`config.mk`:
```
export PLATFORM = sky130hd
export DESIGN_NAME = hss_ctrl
export DESIGN_NICKNAME = d
export VERILOG_FILES = /design/src/core/hss_pkg.sv /design/src/core/hss_ctrl.sv
export SDC_FILE = /design/constraint.sdc
export NUM_CORES = 1
export LEC_CHECK = 0
export BUFFER_PORTS_ARGS = -buffer_cell sky130_fd_sc_hd__buf_2
export CAP_MARGIN = 20
export CORE_MARGIN = 2
export CORE_UTILIZATION = 58
export DETAILED_ROUTE_END_ITERATION = 12
export GPL_TIMING_DRIVEN = 0
export PLACE_DENSITY = 0.91
export SYNTH_ARGS = -nofsm -noshare
export SYNTH_HDL_FRONTEND = slang
export SYNTH_SLANG_ARGS = --single-unit
```
`constraint.sdc`:
```
create_clock -name core_clk -period 4.4 [get_ports core_clk]
set_input_delay 0.66 -clock core_clk [delete_from_list [all_inputs] [get_ports core_clk]]
set_output_delay 0.66 -clock core_clk [all_outputs]
set_load 0.03 [all_outputs]
```
`src/core/hss_pkg.sv`:
```
/*
 * Shared constants for the high-side switch control register bank:
 * register addresses, field positions, reset and restart values,
 * source and pin mode codes, and PWM timing figures.
 * Assumes a 50 MHz core clock and a 7-bit register address space.
 */
package hss_pkg;
    // Register addresses on the 7-bit register port
    localparam logic [6:0] HSS_ADDR_SD = 7'h10;    // Switch shutdown control
    localparam logic [6:0] HSS_ADDR_HS1 = 7'h14;   // High-side control one
    localparam logic [6:0] HSS_ADDR_HS2 = 7'h15;   // High-side control two
    localparam logic [6:0] HSS_ADDR_GPIO = 7'h17;  // General pin config
    localparam logic [6:0] HSS_ADDR_DUTY = 7'h18;  // Channel A duty
    // Shutdown control bit positions
    localparam int HSS_OV_DIS_POS = 6;
    localparam int HSS_UV_DIS_POS = 5;
    localparam int HSS_REC_POS = 4;
    // Source field positions inside each control register
    localparam int HSS_SRC_LO_POS = 0;
    localparam int HSS_SRC_HI_POS = 4;
    // General pin config field positions
    localparam int HSS_FOD_POS = 6;
    localparam int HSS_PINB_POS = 3;
    localparam int HSS_PINA_POS = 0;
    // Reset values
    localparam logic [7:0] HSS_RST_VAL = 8'h00;
    localparam logic [2:0] HSS_SD_RST = 3'h0;
    localparam logic [11:0] HSS_SRC_RST = 12'h000;
    // Switch source codes
    localparam logic [2:0] HSS_SRC_OFF = 3'h0;
    localparam logic [2:0] HSS_SRC_ON = 3'h1;
    localparam logic [2:0] HSS_SRC_TMR_A = 3'h2;
    localparam logic [2:0] HSS_SRC_TMR_B = 3'h3;
    localparam logic [2:0] HSS_SRC_PWM_A = 3'h4;
    localparam logic [2:0] HSS_SRC_PWM_B = 3'h5;
    // Timer on-time codes that stop the timer
    localparam logic [2:0] HSS_TMR_STOP_LOW = 3'h0;
    localparam logic [2:0] HSS_TMR_STOP_HIGH = 3'h6;
    localparam logic [2:0] HSS_TMR_RSVD = 3'h7;
    // General pin mode codes (0..3 select the fail output)
    localparam logic [2:0] HSS_PIN_OFF = 3'h4;
    localparam logic [2:0] HSS_PIN_WAKE = 3'h5;
    localparam logic [2:0] HSS_PIN_LS_ON = 3'h6;
    localparam logic [2:0] HSS_PIN_HS_ON = 3'h7;
    // PWM timing
    localparam int HSS_CLK_HZ = 50_000_000;
    localparam int HSS_PWM_SLOW_HZ = 200;
    localparam int HSS_PWM_FAST_HZ = 400;
    localparam int HSS_PWM_SLOW_CYC = HSS_CLK_HZ / HSS_PWM_SLOW_HZ;
    localparam int HSS_PWM_FAST_CYC = HSS_CLK_HZ / HSS_PWM_FAST_HZ;
    localparam logic [7:0] HSS_DUTY_STEPS = 8'hff;
    localparam logic [7:0] HSS_STEP_LAST = 8'hfe;
    // Fault input synchroniser width: ov, uv, overcurrent x4, overtemp x4
    localparam int HSS_FLT_W = 10;
endpackage

```
`src/core/hss_ctrl.sv`:
```
/*
 * High-side switch control register bank with source selection,
 * supply fault shutdown and recovery, per-switch fault clearing,
 * general pin mode decode and the channel A pulse generator.
 * Assumes a deserialised register port, timer and channel B levels
 * from same-clock logic, and asynchronous analog fault flags.
 */
// Notes on behaviour
// - Reserved shutdown bits read zero, ignore writes
// - Bit 6 set suppresses overvoltage shutdown
// - Bit 5 set suppresses undervoltage shutdown
// - Bit 4 restores switches after supply fault
// - Shutdown reg clears; restart keeps bits 6..4
// - Source codes: off, on, timers, pulse channels
// - Switch fields at bits 2:0 and 6:4
// - Overcurrent or overtemperature clears switch field
// - Bits 7:6 pick fail output duty
// - Pin B field bits 5:3 picks mode
// - Pin config and duty survive restart
// - Duty zero off, 255 on, else fraction
// - Switch controls clear on every reset kind
// - Timer code 000 low, 110 high, stopped
// - Frequency select: 200Hz or 400Hz period
// - Assigned timer starts on running on-time code
`timescale 1ns/1ps
module hss_ctrl
    import hss_pkg::*;
#(
    parameter int PWM_SLOW_CYC = HSS_PWM_SLOW_CYC,
    parameter int PWM_FAST_CYC = HSS_PWM_FAST_CYC
) (
    input wire logic core_clk,
    input wire logic rst,
    input wire logic soft_reset,
    input wire logic restart_entry,
    input wire logic cmd_valid,
    input wire logic cmd_write,
    input wire logic [6:0] cmd_addr,
    input wire logic [7:0] cmd_wdata,
    output logic rsp_valid,
    output logic [7:0] rsp_rdata,
    input wire logic supply_ov,
    input wire logic supply_uv,
    input wire logic [3:0] sw_overcurrent,
    input wire logic [3:0] sw_overtemp,
    input wire logic [2:0] timer_a_on_code,
    input wire logic [2:0] timer_b_on_code,
    input wire logic cyclic_timer_a,
    input wire logic cyclic_timer_b,
    input wire logic pulse_channel_b,
    input wire logic pulse_a_fast,
    output logic [3:0] switch_on,
    output logic [1:0] timer_run,
    output logic pulse_channel_a,
    output logic [1:0] fail_output_duty,
    output logic [2:0] general_pin_a_mode,
    output logic [2:0] general_pin_b_mode,
    output logic [1:0] pin_fail_sel,
    output logic [1:0] pin_wake_en,
    output logic [1:0] pin_ls_on,
    output logic [1:0] pin_hs_on,
    output logic switch_shutdown
);
    // Cycles per duty step; truncation trims the period by under 255 cycles
    localparam logic [17:0] STEP_SLOW = 18'(PWM_SLOW_CYC / int'(HSS_DUTY_STEPS));
    localparam logic [17:0] STEP_FAST = 18'(PWM_FAST_CYC / int'(HSS_DUTY_STEPS));

    typedef struct packed {
        logic [2:0] sd_reg;          // {ov disable, uv disable, recovery}
        logic [11:0] src_reg;        // Four 3-bit source fields, switch one low
        logic [7:0] gpio_reg;        // Fail duty, pin B, pin A
        logic [7:0] duty_reg;        // Channel A duty value
        logic [7:0] rdata_reg;       // Read answer
        logic rvalid_reg;            // Read answer strobe
        logic [HSS_FLT_W-1:0] s1_reg; // Synchroniser stage one
        logic [HSS_FLT_W-1:0] s2_reg; // Synchroniser stage two
        logic [HSS_FLT_W-1:0] s3_reg; // Synchroniser stage three
        logic [HSS_FLT_W-1:0] flt_reg; // Accepted fault levels
        logic shut_reg;              // Supply shutdown in force
        logic [17:0] tick_reg;       // Cycles within a duty step
        logic [7:0] step_reg;        // Duty step within the period
        logic pwm_a_reg;             // Channel A level
        logic [3:0] sw_reg;          // Switch drive
    } hss_state_t;

    hss_state_t st_reg;
    hss_state_t st_next;
    logic shut_now;
    logic [1:0] tmr_lvl;

    // Timer level as seen by a switch; stopped codes force a fixed level
    function automatic logic tmr_level(input logic [2:0] code, input logic lvl);
        if (code == HSS_TMR_STOP_LOW || code == HSS_TMR_RSVD) begin
            return 1'b0;
        end else if (code == HSS_TMR_STOP_HIGH) begin
            return 1'b1;
        end
        return lvl;
    endfunction

    // Drive level selected by a source code
    function automatic logic src_level(input logic [2:0] code, input logic ta,
                                       input logic tb, input logic pa, input logic pb);
        case (code)
            HSS_SRC_ON: return 1'b1;
            HSS_SRC_TMR_A: return ta;
            HSS_SRC_TMR_B: return tb;
            HSS_SRC_PWM_A: return pa;
            HSS_SRC_PWM_B: return pb;
            default: return 1'b0; // Off and reserved codes
        endcase
    endfunction

    // True if any switch field holds the given code
    function automatic logic src_uses(input logic [11:0] src, input logic [2:0] code);
        return (src[2:0] == code) || (src[5:3] == code) ||
               (src[8:6] == code) || (src[11:9] == code);
    endfunction

    // Pin mode decode into one-hot actions
    function automatic logic [3:0] pin_decode(input logic [2:0] m);
        // Returns {hs on, ls on, wake, fail}; pin off gives all zero
        return {m == HSS_PIN_HS_ON, m == HSS_PIN_LS_ON, m == HSS_PIN_WAKE, ~m[2]};
    endfunction

    assign tmr_lvl = {tmr_level(timer_b_on_code, cyclic_timer_b),
                      tmr_level(timer_a_on_code, cyclic_timer_a)};
    // Supply shutdown from accepted fault levels and disable bits
    assign shut_now = (st_reg.flt_reg[0] & ~st_reg.sd_reg[2]) |
                      (st_reg.flt_reg[1] & ~st_reg.sd_reg[1]);

    // Next-state logic for the whole block
    always_comb begin
        logic [17:0] step_len;
        logic [HSS_FLT_W-1:0] agree;
        step_len = pulse_a_fast ? STEP_FAST : STEP_SLOW;
        st_next = st_reg;
        st_next.rvalid_reg = 1'b0;
        // Fault synchroniser; a change is accepted once stages two and three agree
        st_next.s1_reg = {sw_overtemp, sw_overcurrent, supply_uv, supply_ov};
        st_next.s2_reg = st_reg.s1_reg;
        st_next.s3_reg = st_reg.s2_reg;
        agree = ~(st_reg.s2_reg ^ st_reg.s3_reg);
        st_next.flt_reg = (agree & st_reg.s3_reg) | (~agree & st_reg.flt_reg);
        // Register writes; reserved positions are dropped
        if (cmd_valid && cmd_write) begin
            if (cmd_addr == HSS_ADDR_SD) begin
                st_next.sd_reg = cmd_wdata[HSS_OV_DIS_POS:HSS_REC_POS];
            end else if (cmd_addr == HSS_ADDR_HS1) begin
                st_next.src_reg[2:0] = cmd_wdata[HSS_SRC_LO_POS +: 3];
                st_next.src_reg[5:3] = cmd_wdata[HSS_SRC_HI_POS +: 3];
            end else if (cmd_addr == HSS_ADDR_HS2) begin
                st_next.src_reg[8:6] = cmd_wdata[HSS_SRC_LO_POS +: 3];
                st_next.src_reg[11:9] = cmd_wdata[HSS_SRC_HI_POS +: 3];
            end else if (cmd_addr == HSS_ADDR_GPIO) begin
                st_next.gpio_reg = cmd_wdata;
            end else if (cmd_addr == HSS_ADDR_DUTY) begin
                st_next.duty_reg = cmd_wdata;
            end
        end
        // Register reads; unmapped addresses answer zero
        if (cmd_valid && !cmd_write) begin
            st_next.rvalid_reg = 1'b1;
            if (cmd_addr == HSS_ADDR_SD) begin
                st_next.rdata_reg = {1'b0, st_reg.sd_reg, 4'h0};
            end else if (cmd_addr == HSS_ADDR_HS1) begin
                st_next.rdata_reg = {1'b0, st_reg.src_reg[5:3], 1'b0, st_reg.src_reg[2:0]};
            end else if (cmd_addr == HSS_ADDR_HS2) begin
                st_next.rdata_reg = {1'b0, st_reg.src_reg[11:9], 1'b0, st_reg.src_reg[8:6]};
            end else if (cmd_addr == HSS_ADDR_GPIO) begin
                st_next.rdata_reg = st_reg.gpio_reg;
            end else if (cmd_addr == HSS_ADDR_DUTY) begin
                st_next.rdata_reg = st_reg.duty_reg;
            end else begin
                st_next.rdata_reg = HSS_RST_VAL;
            end
        end
        // Supply shutdown; without recovery the fields are wiped on entry
        st_next.shut_reg = shut_now;
        if (shut_now && !st_reg.shut_reg && !st_reg.sd_reg[0]) begin
            st_next.src_reg = HSS_SRC_RST;
        end
        // Switch faults win over a write in the same cycle
        for (int i = 0; i < 4; i++) begin
            if (st_reg.flt_reg[2 + i] || st_reg.flt_reg[6 + i]) begin
                st_next.src_reg[3*i +: 3] = HSS_SRC_OFF;
            end
        end
        // Channel A: 255 steps per period, high while step below duty
        if (st_reg.tick_reg + 18'h1 >= step_len) begin
            st_next.tick_reg = 18'h0;
            st_next.step_reg = (st_reg.step_reg == HSS_STEP_LAST) ? 8'h00
                               : st_reg.step_reg + 8'h01;
        end else begin
            st_next.tick_reg = st_reg.tick_reg + 18'h1;
        end
        st_next.pwm_a_reg = (st_reg.step_reg < st_reg.duty_reg);
        // Switch drive, forced off during supply shutdown
        for (int i = 0; i < 4; i++) begin
            st_next.sw_reg[i] = ~st_reg.shut_reg &
                src_level(st_reg.src_reg[3*i +: 3], tmr_lvl[0], tmr_lvl[1],
                          st_reg.pwm_a_reg, pulse_channel_b);
        end
        // Soft reset clears all configuration; restart keeps selected bits
        if (soft_reset) begin
            st_next.sd_reg = HSS_SD_RST;
            st_next.src_reg = HSS_SRC_RST;
            st_next.gpio_reg = HSS_RST_VAL;
            st_next.duty_reg = HSS_RST_VAL;
            st_next.sw_reg = 4'h0;
        end else if (restart_entry) begin
            st_next.src_reg = HSS_SRC_RST;
            st_next.sw_reg = 4'h0;
        end
    end

    // State register
    always_ff @(posedge core_clk or posedge rst) begin
        if (rst) begin
            st_reg <= '0;
        end else begin
            st_reg <= st_next;
        end
    end

    // Outputs
    assign rsp_valid = st_reg.rvalid_reg;
    assign rsp_rdata = st_reg.rdata_reg;
    assign switch_on = st_reg.sw_reg;
    assign pulse_channel_a = st_reg.pwm_a_reg;
    assign switch_shutdown = st_reg.shut_reg;
    assign fail_output_duty = st_reg.gpio_reg[HSS_FOD_POS +: 2];
    assign general_pin_a_mode = st_reg.gpio_reg[HSS_PINA_POS +: 3];
    assign general_pin_b_mode = st_reg.gpio_reg[HSS_PINB_POS +: 3];
    assign {pin_hs_on[0], pin_ls_on[0], pin_wake_en[0], pin_fail_sel[0]} =
        pin_decode(general_pin_a_mode);
    assign {pin_hs_on[1], pin_ls_on[1], pin_wake_en[1], pin_fail_sel[1]} =
        pin_decode(general_pin_b_mode);
    // A timer runs only when assigned and given a running on-time code
    assign timer_run[0] = src_uses(st_reg.src_reg, HSS_SRC_TMR_A) &&
        timer_a_on_code != HSS_TMR_STOP_LOW && timer_a_on_code < HSS_TMR_STOP_HIGH;
    assign timer_run[1] = src_uses(st_reg.src_reg, HSS_SRC_TMR_B) &&
        timer_b_on_code != HSS_TMR_STOP_LOW && timer_b_on_code < HSS_TMR_STOP_HIGH;

    // Fields of switches with an accepted overcurrent or overtemperature
    logic [11:0] flt_mask;
    assign flt_mask = {{3{st_reg.flt_reg[5] | st_reg.flt_reg[9]}},
                       {3{st_reg.flt_reg[4] | st_reg.flt_reg[8]}},
                       {3{st_reg.flt_reg[3] | st_reg.flt_reg[7]}},
                       {3{st_reg.flt_reg[2] | st_reg.flt_reg[6]}}};
endmodule // hss_ctrl

```
**Word level (Yosys, flattened, before mapping)**

Cells that the tools add are included.

- Logic and storage cells: 179
- Input port bits: 41
- Flip-flop bits (word level): 112

- Eq/ne operators: 46
- Reductions and logical operators: 46
- Bitwise operators: 18
- Add/subtract/negate cells: 2
- Magnitude comparators: 4
- Multiplexer cells: 45

Operators with widths:

| kind | count |
|---|---|
| two-way mux 8 bit | 9 |
| equality test 3 bit (second input constant) | 18 |
| two-way mux 16 bit | 3 |
| nonzero test 5 bit | 8 |
| two-way mux 12 bit | 3 |
| equality test 7 x 5 -> 1 bit (second input constant) | 5 |
| two-way mux 31 bit | 1 |
| inequality test 5 x 3 -> 1 bit (second input constant) | 6 |
| two-way mux 28 bit | 1 |
| equality test 3 x 2 -> 1 bit (second input constant) | 8 |
| AND 10 bit | 2 |
| inverter 10 bit | 2 |
| case mux 1 bit (5 select lines) | 4 |
| adder 18 x 1 -> 18 bit (second input constant) | 1 |
| >= comparator 18 x 10 -> 1 bit | 1 |
| two-way mux 18 bit | 1 |
| two-way mux 3 bit | 6 |
| two-way mux 6 bit | 3 |
| equality test 3 x 1 -> 1 bit (second input constant) | 4 |
| logical OR 1 bit | 12 |
| two-way mux 1 bit | 11 |
| two-way mux 10 bit | 1 |
| bitwise OR 10 bit | 1 |
| bitwise XOR 10 bit | 1 |
| 19 further kinds | 49 |

**Logic depth before layout (Yosys ltp)**

Gate-level depths: netlist (run 1).

- Word-level depth: 11
- Gate-level depth with buffers: 11
- Depth with buffers taken out: 9

**Least setup slack after synthesis (run 1)**

OpenSTA, ideal clock, no wires.

- Path type: in2reg
- Start point: input cmd_addr[5]
- End point: register st_reg, in the netlist fail_output_duty[0]
- Stages: 6
- Setup slack: 2.010 ns
- Library setup time: 0.132 ns
- Arrival: 2.258 ns
- Path buffers: 0
- Path through: or3b_4 nor3b_4 nand2_4 nor4_4 mux2i_1 nor2_1

- Longest elaborated chain between the ends: 3

RTL lines:

| what | line | source |
|---|---|---|
| from (decl) | hss_ctrl.sv:38 | `input wire logic [6:0] cmd_addr,` |
| equality test 7 x 5 -> 1 bit, on equally long branches | - |  |
| inequality test 2 bit (no source line) / nonzero test 2 bit (equally long branches) | - |  |
| AND reduction 5 bit (no source line) * | - |  |
| to (signal assigned) | hss_ctrl.sv:222 | `st_reg <= st_next;` |
| to (decl) | hss_ctrl.sv:86 | `hss_state_t st_reg;` |

Every way passes the cells marked *; elsewhere a longest branch is shown, timed or not.
A chain may end at the register's enable or synchronous reset.

**Worst setup path in the final report (run 1)**

- Start point: register st_reg[13] (netlist name)
- End point: register st_reg[5] (netlist name)

- Longest elaborated chain between the ends: 2

RTL lines:

| what | line | source |
|---|---|---|
| adder 18 x 1 -> 18 bit | hss_ctrl.sv:190 | `if (st_reg.tick_reg + 18'h1 >= step_len) begin` |
| >= comparator 18 x 10 -> 1 bit | hss_ctrl.sv:190 |  |

No other way between the ends.

==> reports/results.txt, run 1 <==
The flow ran to the end, and the final reports show no timing, DRC or antenna violations. Finished layout cell area: 0.00617 sq mm. Summing the areas of all compound-gate instances in the mapped netlist gives 11.9% of the synthesized area.

The count of synthesis-stage warnings from yosys came out at 0. A synthesized cell averages 11.0 sq um. The tree is rooted in a sky130_fd_sc_hd__clkbuf_8. At the pin with the least slew margin, the transition time is 0.722 ns. The family of cells with the greatest summed delay on the critical path is compound AO/OA/AOI/OAI gates. The peak per-stage delay on the critical path was 0.46 ns; the total CTS buffers was 9.

Total detailed-routing wirelength: 11500 um. TritonCTS built the clock tree. Row generation in the floorplan step produced 35 rows. The share of flip-flops with an asynchronous set or reset was 100%; the routability-driven placement congestion ratio was 0.901.

Summing the areas of all fa, ha and maj instances in the mapped netlist gives 5.54% of the synthesized area. The nature of the critical path endpoint was a register. The longest clock path from root to sink contains 2 buffers. The cell area after placement is 0.00597 sq mm. In this run, post-CTS repair resized a total of 0 instances. In this run the worst path has a maximum fanout of 9. The logs give 0 for the post-CTS setup buffer count and 0 for the remaining antenna violation count.

Cell with the largest stage delay on the worst path: sky130_fd_sc_hd__dfrtp_1. The first detailed-routing pass took 4 iterations. The y dimension of the die is 101 um. Max-cap violations in this run came to 0. Setup repair after global routing left no endpoint under its margin. In this run, synthesis inferred 0 flip-flops with an integrated enable. Total via count in the routed design: 4067. Traced cell by cell, the critical path runs through ha_1 -> nand3_1 -> xnor2_1 -> ha_1 -> o21ai_0 -> a21oi_1 -> o2111ai_2 -> nand3_2 -> mux2_4.

The layout overhead on the synthesized area works out to 13.8%. The synthesized netlist occupies a cell area of 0.00542 sq mm. For this run, the register share of the synthesized area comes to 51.7%.

The number of hold violations in the final report is 0, and the DRC marker count from the first detailed-route iteration is 284. The ratio of cells with drive above 1 in the final layout was 22.8%. The detailed placer's ending HPWL is 8580 um, and the starting utilization of the core area is 59.2%. Power spread over the standard cell area amounts to 340 mW/mm^2. The port buffer count is 72, and the leakage dissipation is 2.90 nW. The die covers 0.0101 sq mm. The fraction of synthesized cell area in xor and xnor cells came out at 1.78%. After routing, the total negative slack on setup checks comes to 0 ns. STA classifies the critical path startpoint as a register.

The number of flip-flops under the largest register name is 59. The min-delay analysis places its worst path in the category primary input to asynchronous set/reset pin. The first global-routing pass estimated 18900 um of wire. The tools report the count of different cell masters after synthesis as 65.

The clock slew at the register clock pins of the worst setup and hold paths is 0.11 ns, and the total of endpoints with negative setup slack in the final report is 0. The global-route total usage across every layer came out at 23.8%. The critical path contains buffers and inverters numbering 0 combined. The multiplexer share of the synthesized area was 6.40%. On the final layout, the worst hold slack is 0.315 ns.

The most common flop cell mapped by yosys was sky130_fd_sc_hd__dfrtp_1. Headroom to the max-slew limit came out at 51.5%. The simple-gate area share of the yosys netlist is 16.7%, and the CTS H-tree depth is 3. The design draws 2.09 mW.

At the worst endpoint, the required time is 4.67 ns. The worst-case IR drop observed on VDD is 150 uV. The tools report the top achievable clock speed as 0.351 GHz. The number of sinks handled by clock tree synthesis was 112.

The leftover overflow at the end of global routing is 0. The layout has 665 filler cells. The die is 101 um wide.

The run gives 640 as the post-layout net count. After synthesis, the largest family of logic cells by area is simple AND/OR/NAND/NOR gates. The final standard cell utilization of the core came out at 67.4%. The hold-fix buffer count after cts is 0, and the final critical path time including I/O delays and setup is 2.85 ns. The number of antenna violations at the first check in global routing was 0; the number of vias per cell after detailed routing was 5.82.

74 I/O pins were placed. The final worst-path cycle share works out to 64.7%. After detailed routing, the number of remaining DRC violations is 0. After synthesis the netlist holds a flip-flop and latch count of 112.

Area of the core: 0.00915 sq mm. The critical path start-end classification was register to register. The via count of the first global-routing pass was 3989; the count of antenna diodes in the layout was 0. The routed wirelength normalized by instance count is 16.4 um.

The maximum number of pins on one net before global-route repair was 73; the arrival time reported for the critical path endpoint was 3.12 ns. Synthesized instance count: 492. The most numerous cell type found on the critical path is sky130_fd_sc_hd__ha_1. For the final database, setup skew stands at 0.0121 ns.

The total count of max-transition violations in the final report was 0; the clock latency at the later pin of the worst-skew pair was 0.37 ns.
metrics by stage:
stage	instances	setup WS (ns)
3_5_place_dp	683	1.59
6_report	699	1.55
2_1_floorplan	499	0.781
4_1_cts	699	1.57
3_3_place_gp	682	-0.203
5_1_grt	699	1.27
cell type report:
class                      instances  area, sq um  share of cell area, %
inverter                          32          123                   1.99
tap                              111          139                   2.25
multi-input combinational        325         2330                   37.7
clock buffer                      10          128                   2.07
timing repair buffer              73          388                   6.29
clock inverter                     6         63.8                   1.03
buffer                            30          195                   3.17
sequential                       112         2800                   45.5
worst register-to-register path, cell delays in order (launching register included):
cell                        delay (ns)
sky130_fd_sc_hd__dfrtp_1          0.46
sky130_fd_sc_hd__ha_1             0.28
sky130_fd_sc_hd__nand3_1          0.21
sky130_fd_sc_hd__xnor2_1          0.27
sky130_fd_sc_hd__ha_1             0.27
sky130_fd_sc_hd__o21ai_0          0.14
sky130_fd_sc_hd__a21oi_1          0.08
sky130_fd_sc_hd__o2111ai_2        0.40
sky130_fd_sc_hd__nand3_2          0.29
sky130_fd_sc_hd__mux2_4           0.36
worst paths after layout:
| kind | depth (start not counted) | slack (ns) | startpoint | end |
|---|---|---|---|---|
| max in group asynchronous | 3 | 3.38 | rst | st_reg[22] |
| setup reg to reg | 9 | 1.55 | st_reg[13] | st_reg[5] |
| setup / recovery | 9 | 1.55 | st_reg[13] | st_reg[5] |
| hold / removal | 2 | 0.32 | rst | st_reg[51] |
| hold reg to reg | 0 | 0.36 | st_next[53] | st_next[43] |
| min in group core_clk | 0 | 0.36 | st_next[53] | st_next[43] |
where the power goes:
group | internal [mW] | switching (mW) | leakage (nW)
sequential | 1.10 | 0.0837 | 1.43
combinational | 0.146 | 0.175 | 1.38
clock | 0.221 | 0.368 | 0.0933
total | 1.47 | 0.627 | 2.90
metal layers:
layer,up-vias,part of all wire [%],routed length [um],global-route usage (%)
met1,1949,41,4650,29.3
li1,1915,-,-,-
met3,40,6.3,719,4.65
met2,163,50,5710,40.6
met4,0,3.4,391,11.2
met5,-,0,0,0
logic make-up after synthesis:
group	count (synthesis)
simple gates	161
buf+inv	62
mux	34
fa+ha+maj	26
other cells	1
flops	112
xor+xnor	11
compound gates	85
cells in the mapped netlist (all sizes together), types with 10 or more instances:
cell type	count	area (sq um)
and2	10	62.6
maj3	10	100
mux2i	32	320
buf	22	165
nand3	14	80.1
nor2	53	223
o21ai	14	70.1
ha	16	200
nand2	32	128
xnor2	10	87.6
dfrtp	112	2800
inv	32	120
nor3	11	60.1
o22ai	10	62.6
cell usage in the layout (no fill, tap or decap), types with 12 or more instances in the layout:
master	count
sky130_fd_sc_hd__mux2i_1	32
sky130_fd_sc_hd__inv_1	31
sky130_fd_sc_hd__nor2_1	51
sky130_fd_sc_hd__dfrtp_1	112
sky130_fd_sc_hd__nand2_1	31
sky130_fd_sc_hd__ha_1	16
sky130_fd_sc_hd__nand3_1	12
sky130_fd_sc_hd__buf_4	22
sky130_fd_sc_hd__buf_2	72
sky130_fd_sc_hd__o21ai_0	14
No activity file was read; power rests on OpenSTA's default activity.
==> run 2, diff against run 1 <==
- clock period: 4.4 -> 2.7 ns (I/O delays scaled with it)
==> run 2 against run 1 <==
  * Cell count increased by 0.57%
  * Non-clock buffer count rose by 4
  * Sequential cell count did not move
  * Critical path depth grew 1
  * Final area grew 1.6%
  * Die area is the same
==> reports/results.txt, run 2 (synthesis gave the netlist of run 1 again) <==
Counting the buffers created by CTS gives 9. The tools report the count of unresolved DRC violations after routing as 0. The die is 101 um wide. For this block, the routed nets add up to 11700 um of wire. The tools report the arrival time reported for the critical path endpoint as 2.87 ns.

The clock slew at the register clock pins of the worst setup and hold paths was 0.12 ns; the ratio of cells with drive above 1 in the final layout was 24.8%. STA classifies the critical path startpoint as a register. The region available for standard cell placement spans 0.00915 sq mm.

The maximum clock insertion buffer count came out at 2. The nature of the critical path endpoint was a register. Setup slack on the worst reg-to-reg path comes out at 0.13 ns. The overall power consumption was 3.44 mW. The number of antenna violations at the first check in global routing was 0. The flow ran to the end, and the final reports show no timing, DRC or antenna violations. Before CTS, the worst setup slack after placement is -0.0782 ns.

The worst endpoint required time is 3.00 ns. Most common cell after layout, fill and taps aside: sky130_fd_sc_hd__dfrtp_1. In this run, placement finished with an instance count of 684.

At the later pin of the worst-skew pair, clock insertion delay measures 0.39 ns. The routed wirelength normalized by instance count works out to 16.6 um. The startpoint identified for the worst hold timing path is sw_overtemp[2]. From synthesis to final layout, the design area changed by 15.7%.

The launching point of the worst reg2reg path was st_reg[13]. The run gives 2.93 nW as the leakage dissipation. The top cell types in the final layout, fill and taps aside, are sky130_fd_sc_hd__dfrtp_1, sky130_fd_sc_hd__buf_2, sky130_fd_sc_hd__nor2_1. The congestion estimate from routability-driven global placement came to 0.882.

Hold timing on the final database bottoms out at a slack of 0.111 ns. The critical path starts at st_reg[13]. The highest net fanout along the worst path works out to 10.

The tools report the wire length of the first global-routing pass as 19300 um. For the site row count, the log shows 35. Broken down by cell family, the worst path's largest delay share belongs to compound AO/OA/AOI/OAI gates. Measured on the finished design, the core utilization comes to 68.5%.

Starting utilization of the core area: 59.2%. For the finished layout, the period the worst path requires is 2.57 ns. For this run, the number of standard cells in the final layout without fillers is 703. Detailed placement finished with a half-perimeter wire length of 8480 um.

The hold-fix buffer count after cts is 0, and the actual slew at the worst max-slew pin is 0.764 ns. Entering global routing, the biggest net connects 45 pins. In this run the power density over the cells is 549 mW/mm^2. Static timing analysis puts the maximum clock frequency at 0.389 GHz. The number of hold violations in the final report came out at 0. Setup violations remaining at the end of the flow were counted as 0. The total count of max-transition violations in the final report was 0; the number of max-cap violations was 0. Headroom to the max-slew limit came out at 48.7%. The placed instances occupy a cell area of 0.00599 sq mm.

The die covers 0.0101 sq mm. 74 I/O pins were placed. The buffer and inverter count on the worst path was 2. The count of antenna diodes in the layout is 0. The setup path with the least slack is of type register to register.

Between clock sinks in the finished design, the worst skew comes to 0.0106 ns. Global routing consumed, over all layers together, 24.5% of the routing resources. The register with the most flip-flops in the layout has 59 of them. For the post-layout net count, the log shows 644. For the final routed database, the setup TNS stands at 0 ns. The leftover overflow at the end of global routing was 0. TritonCTS built the clock tree. Across all setup checks in the final design, the least slack found is 0.130 ns.

The detail route stage leaves a number of antenna-violating nets equal to 0. The worst-case IR drop observed on VDD is 318 uV. The final worst-path cycle share came out at 95.2%. The worst min-delay path category is primary input to register. The run gives 334 as the DRC marker count from the first detailed-route iteration. The tools report the first-pass iteration count of the detailed router as 7. The die is 101 um tall. The cell chosen for the clock root was sky130_fd_sc_hd__clkbuf_8. The slowest stage of the critical path is the sky130_fd_sc_hd__dfrtp_2 cell. Detailed routing inserted a total of 4065 vias. The run gives 4067 as the via count of the first global-routing pass. CTS saw 112 sinks. In this run the number of H-tree levels came out at 3.

Dividing the detail-routed via count by the number of cells gives 5.78. The peak per-stage delay on the critical path works out to 0.47 ns. Traced cell by cell, the critical path runs through ha_2 -> inv_1 -> ha_1 -> nand2_1 -> a31o_2 -> a21oi_1 -> o2111ai_4 -> and3_1 -> buf_4 -> o22ai_1. After routing the design area is 0.00627 sq mm.

In this run the tool buffered the top-level ports with 72 buffer cells.
## run 2: changes by cell type in the layout (fill, tap and decap cells not counted), moves of 2 or more
cell / change
sky130_fd_sc_hd__inv_6: +2
sky130_fd_sc_hd__dfrtp_1: -4
sky130_fd_sc_hd__dfrtp_2: +4
sky130_fd_sc_hd__buf_4: +2
sky130_fd_sc_hd__buf_12: +3
## run 2: path summary, 6_finish.rpt
check,cells after the start,to
max reg2reg,10,st_reg[11]
min reg2reg,0,st_next[49]
min in group asynchronous,2,general_pin_a_mode[0]
min,1,st_next[60]
max,10,st_reg[11]
max in group asynchronous,4,asynchronous set/reset pin
## run 2: area by class of cell
| type | instances | area [sq um] |
|---|---|---|
| Buffer | 30 | 195 |
| Clock buffer | 9 | 124 |
| Clock inverter | 7 | 75.1 |
| Fill cell | 653 | 2890 |
| Inverter | 32 | 124 |
| Multi-Input combinational cell | 325 | 2370 |
| Sequential cell | 112 | 2810 |
| Tap cell | 111 | 139 |
| Timing Repair Buffer | 77 | 435 |
## run 2: timing repair
action,in CTS,in global routing
gates cloned,0,0
endpoints found under the setup margin,12,17
pin swaps,1,0
resized for setup,2,8
buffers inserted,2,1
## run 2: per-layer routing
layer | share of wire, % | track usage [%] | vias up
met3 | 5.9 | 4.85 | 27
met4 | 2.7 | 9.80 | 0
met5 | 0 | 0 | -
li1 | - | - | 1927
met1 | 42 | 30.6 | 1939
met2 | 49 | 42.1 | 172
## run 2: power breakdown
part | internal, mW | switching [mW] | leakage (nW)
Sequential | 1.79 | 0.137 | 1.42
Clock | 0.364 | 0.618 | 0.102
Combinational | 0.239 | 0.288 | 1.41
Total | 2.40 | 1.04 | 2.93
## run 2: worst reg2reg max path, stage by stage (launching register included)
cell                        delay, ns
sky130_fd_sc_hd__dfrtp_2         0.47
sky130_fd_sc_hd__ha_2            0.32
sky130_fd_sc_hd__inv_1           0.05
sky130_fd_sc_hd__ha_1            0.29
sky130_fd_sc_hd__nand2_1         0.07
sky130_fd_sc_hd__a31o_2          0.24
sky130_fd_sc_hd__a21oi_1         0.26
sky130_fd_sc_hd__o2111ai_4       0.21
sky130_fd_sc_hd__and3_1          0.22
sky130_fd_sc_hd__buf_4           0.18
sky130_fd_sc_hd__o22ai_1         0.17
==> run 3, diff against run 2 <==
- CAP_MARGIN: 20 -> default
- PLACE_DENSITY: 0.91 -> 0.86
==> run 3 against run 2 <==
  * First-iteration DRC count decreased by 38%
  * Clock-buffer cell count increased by 2
  * Global-route usage decreased by 1.3 points
  * Worst hold slack improved by 0.014 ns
  * Worst setup slack about the same
  * Die area did not move
  * Sequential power barely moved
  * Via count about the same
  * Combinational power about the same
  * Critical path type unchanged
  * Largest cell class unchanged
==> reports/results.txt, run 3 (synthesis gave the netlist of run 1 again) <==
The floorplan step set the die width to 101 um. The first routing iteration left 206 violations. The cell that appears most often on the critical path is sky130_fd_sc_hd__buf_4.

The post-route netlist has 24.4% of its cells at a drive strength greater than 1. The count of boundary I/O pins is 74, and the site row count is 35. The highest ir drop seen on vdd came out at 295 uV. Fill cells in the final layout number 674. The worst setup path is launched from a register. The floorplan step set the die height to 101 um. The analysis attributes to cell leakage a power of 2.93 nW. The run gives 2.82 ns as the arrival time reported for the critical path endpoint. The endpoint identified for the worst register-to-register timing path is st_reg[11]. In this run, post-CTS hold repair placed 0 buffers. Number of antenna violations at the first check in global routing: 0. The area of the multi-input gates came out at 0.00235 sq mm. The detailed router placed 4061 vias in this run. Post-layout net count: 646.

For the count of antenna diodes in the layout, the log shows 0. Timing would allow up to 0.389 GHz. The worst min-delay path category is primary input to register.

The most critical setup path has its startpoint at st_reg[15]. Setup repair after global routing left no endpoint under its margin. On the critical path the largest part of the delay comes from simple AND/OR/NAND/NOR gates.

Once the floorplan was initialized, standard cells occupied 59.2% of the core. The worst register-to-register path has a setup slack of 0.13 ns. The total area inside the core boundary comes to 0.00915 sq mm. Routed wirelength normalized by instance count: 16.2 um. Before CTS, the worst setup slack after placement is -0.0218 ns. The filler-free cell count of the finished design was 705. For the worst setup path, the data required time is 2.95 ns. The actual slew at the worst max-slew pin works out to 0.893 ns. The cell depth of the worst flop-to-flop path was 10; the power density relative to cell area was 545 mW/mm^2. For the total CTS buffers, the log shows 9.

For the final database, setup skew stands at 0.00984 ns. The highest net fanout along the worst path was 10. The CTS H-tree depth is 3, and the first-pass iteration count of the detailed router is 5. The critical path runs through a total of 10 cells.

In this run the clock root is driven by a sky130_fd_sc_hd__clkbuf_8. The slowest stage of the critical path is the sky130_fd_sc_hd__dfrtp_2 cell. The critical path contains buffers and inverters numbering 2 combined. Clock latency on the worst-skew pair, taken at its later pin, is 0.38 ns. For the via count of the first global-routing pass, the log shows 3913.

The critical path goes through and4_1 -> buf_4 -> nand3_1 -> xnor2_1 -> ha_1 -> nor4_1 -> nor3b_4 -> and3_1 -> buf_4 -> o22ai_1. The cell area after placement came out at 0.00599 sq mm. The critical path is of the register to register type. The tools report the maximum number of pins on one net before global-route repair as 47. During placement, the flow inserted port buffers numbering 72. At the end of the flow the core is filled with cells to 68.1%. Nature of the critical path endpoint: a register. In this run the deepest clock path goes through 2 buffers.

The final critical path time including I/O delays and setup was 2.57 ns; the routability-driven placement congestion ratio was 0.873. The peak per-stage delay on the critical path was 0.44 ns. The detailed placer's ending HPWL was 8370 um; the total of endpoints with negative setup slack in the final report was 0. The logs give 18300 um for the wire length of the first global-routing pass and 0.00281 sq mm for the flip-flop and latch area. The final worst-path cycle share was 95.2%. After detailed routing, the number of vias per cell comes to 5.76. The number of sinks handled by clock tree synthesis came out at 112. The flow ran to the end, and the final reports show no timing, DRC or antenna violations. Across the run, the number of max-cap violations was 0. The remaining antenna violation count was 0. Across all setup checks in the final design, the least slack found is 0.129 ns. Across every metal layer, demand over resource in global routing totals 23.3%.

The layout overhead on the synthesized area was 15.0%; the total count of max-transition violations in the final report was 0. The floorplan die area is 0.0101 sq mm, and the clock slew at the register clock pins of the worst setup and hold paths is 0.11 ns. For this block, the routed nets add up to 11400 um of wire.

The finished layout cell area was 0.00623 sq mm; the number of hold violations in the final report was 0. The tools report the leftover overflow at the end of global routing as 0. After detailed routing, the number of remaining DRC violations is 0. Measured against its own limit, the worst slew margin works out to 40.4%.

The tools report the count of placed standard cells including taps as 684. Setup total negative slack on the finished layout was measured at 0 ns. Following the worst setup path forward leads to its endpoint at st_reg[11].

The number of flip-flops under the largest register name came out at 59. The most common cell after layout, fill and taps aside is sky130_fd_sc_hd__dfrtp_1. The tools report the launching point of the worst reg2reg path as st_reg[15]. In the layout the commonest cells are sky130_fd_sc_hd__dfrtp_1, sky130_fd_sc_hd__buf_2, sky130_fd_sc_hd__nor2_1.

TritonCTS built the clock tree.
-- run 3: power breakdown --
group          internal [mW]  leakage (nW)  switching, mW
Sequential              1.79          1.42          0.139
Clock                  0.357        0.0930          0.582
Combinational          0.237          1.41          0.288
-- run 3: worst min path at each step --
stage	cells after the start	end	slack [ns]	start
finish	1	st_next[56]	0.12	sw_overcurrent[2]
CTS	1	st_next[60]	0.11	sw_overtemp[2]
global placement	0	st_next[46]	0.33	st_next[56]
detailed placement	0	st_next[43]	0.33	st_next[53]
floorplan	0	st_next[42]	0.33	st_next[52]
global route	1	st_next[60]	0.11	sw_overtemp[2]
-- run 3: timing repair --
action	in CTS	in global routing
buffers inserted	4	1
setup endpoints to repair	1	12
pin swaps	1	1
resized for setup	0	7
-- run 3: routing by layer --
metal / track usage, % / vias to the layer above / part of all wire [%]
li1: - / 1917 / -
met1: 29.4 / 1966 / 42
met2: 38.8 / 150 / 49
met3: 3.95 / 28 / 5.1
met4: 11.7 / 0 / 3.3
met5: 0 / - / 0
-- run 3: area by class of cell --
cell class,count,area share [%]
Multi-Input combinational cell,325,37.7
Buffer,30,3.13
Clock buffer,11,2.11
Clock inverter,5,0.803
Inverter,32,1.99
Sequential cell,112,45.0
Timing Repair Buffer,79,7.03
Tap cell,111,2.23
-- run 3: stage by stage --
| step | power (mW) | hold slack (ns) |
|---|---|---|
| finish | 3.40 | 0.125 |
| global route | 3.57 | 0.106 |
| CTS | 3.40 | 0.113 |
| detailed placement | 2.47 | 0.335 |
| global placement | 2.42 | 0.331 |
| floorplan | 2.28 | 0.331 |
-- run 3: worst reg2reg max path: cells and delay by family (launching register included) --
family                     cells  cell delay, ns
adders and majority gates      1            0.20
xor gates and xnor gates       1            0.17
DFF                            1            0.44
buffers and inverters          2            0.34
AOI/OAI and AO/OA              1            0.11
and+or+nand+nor                5            1.18
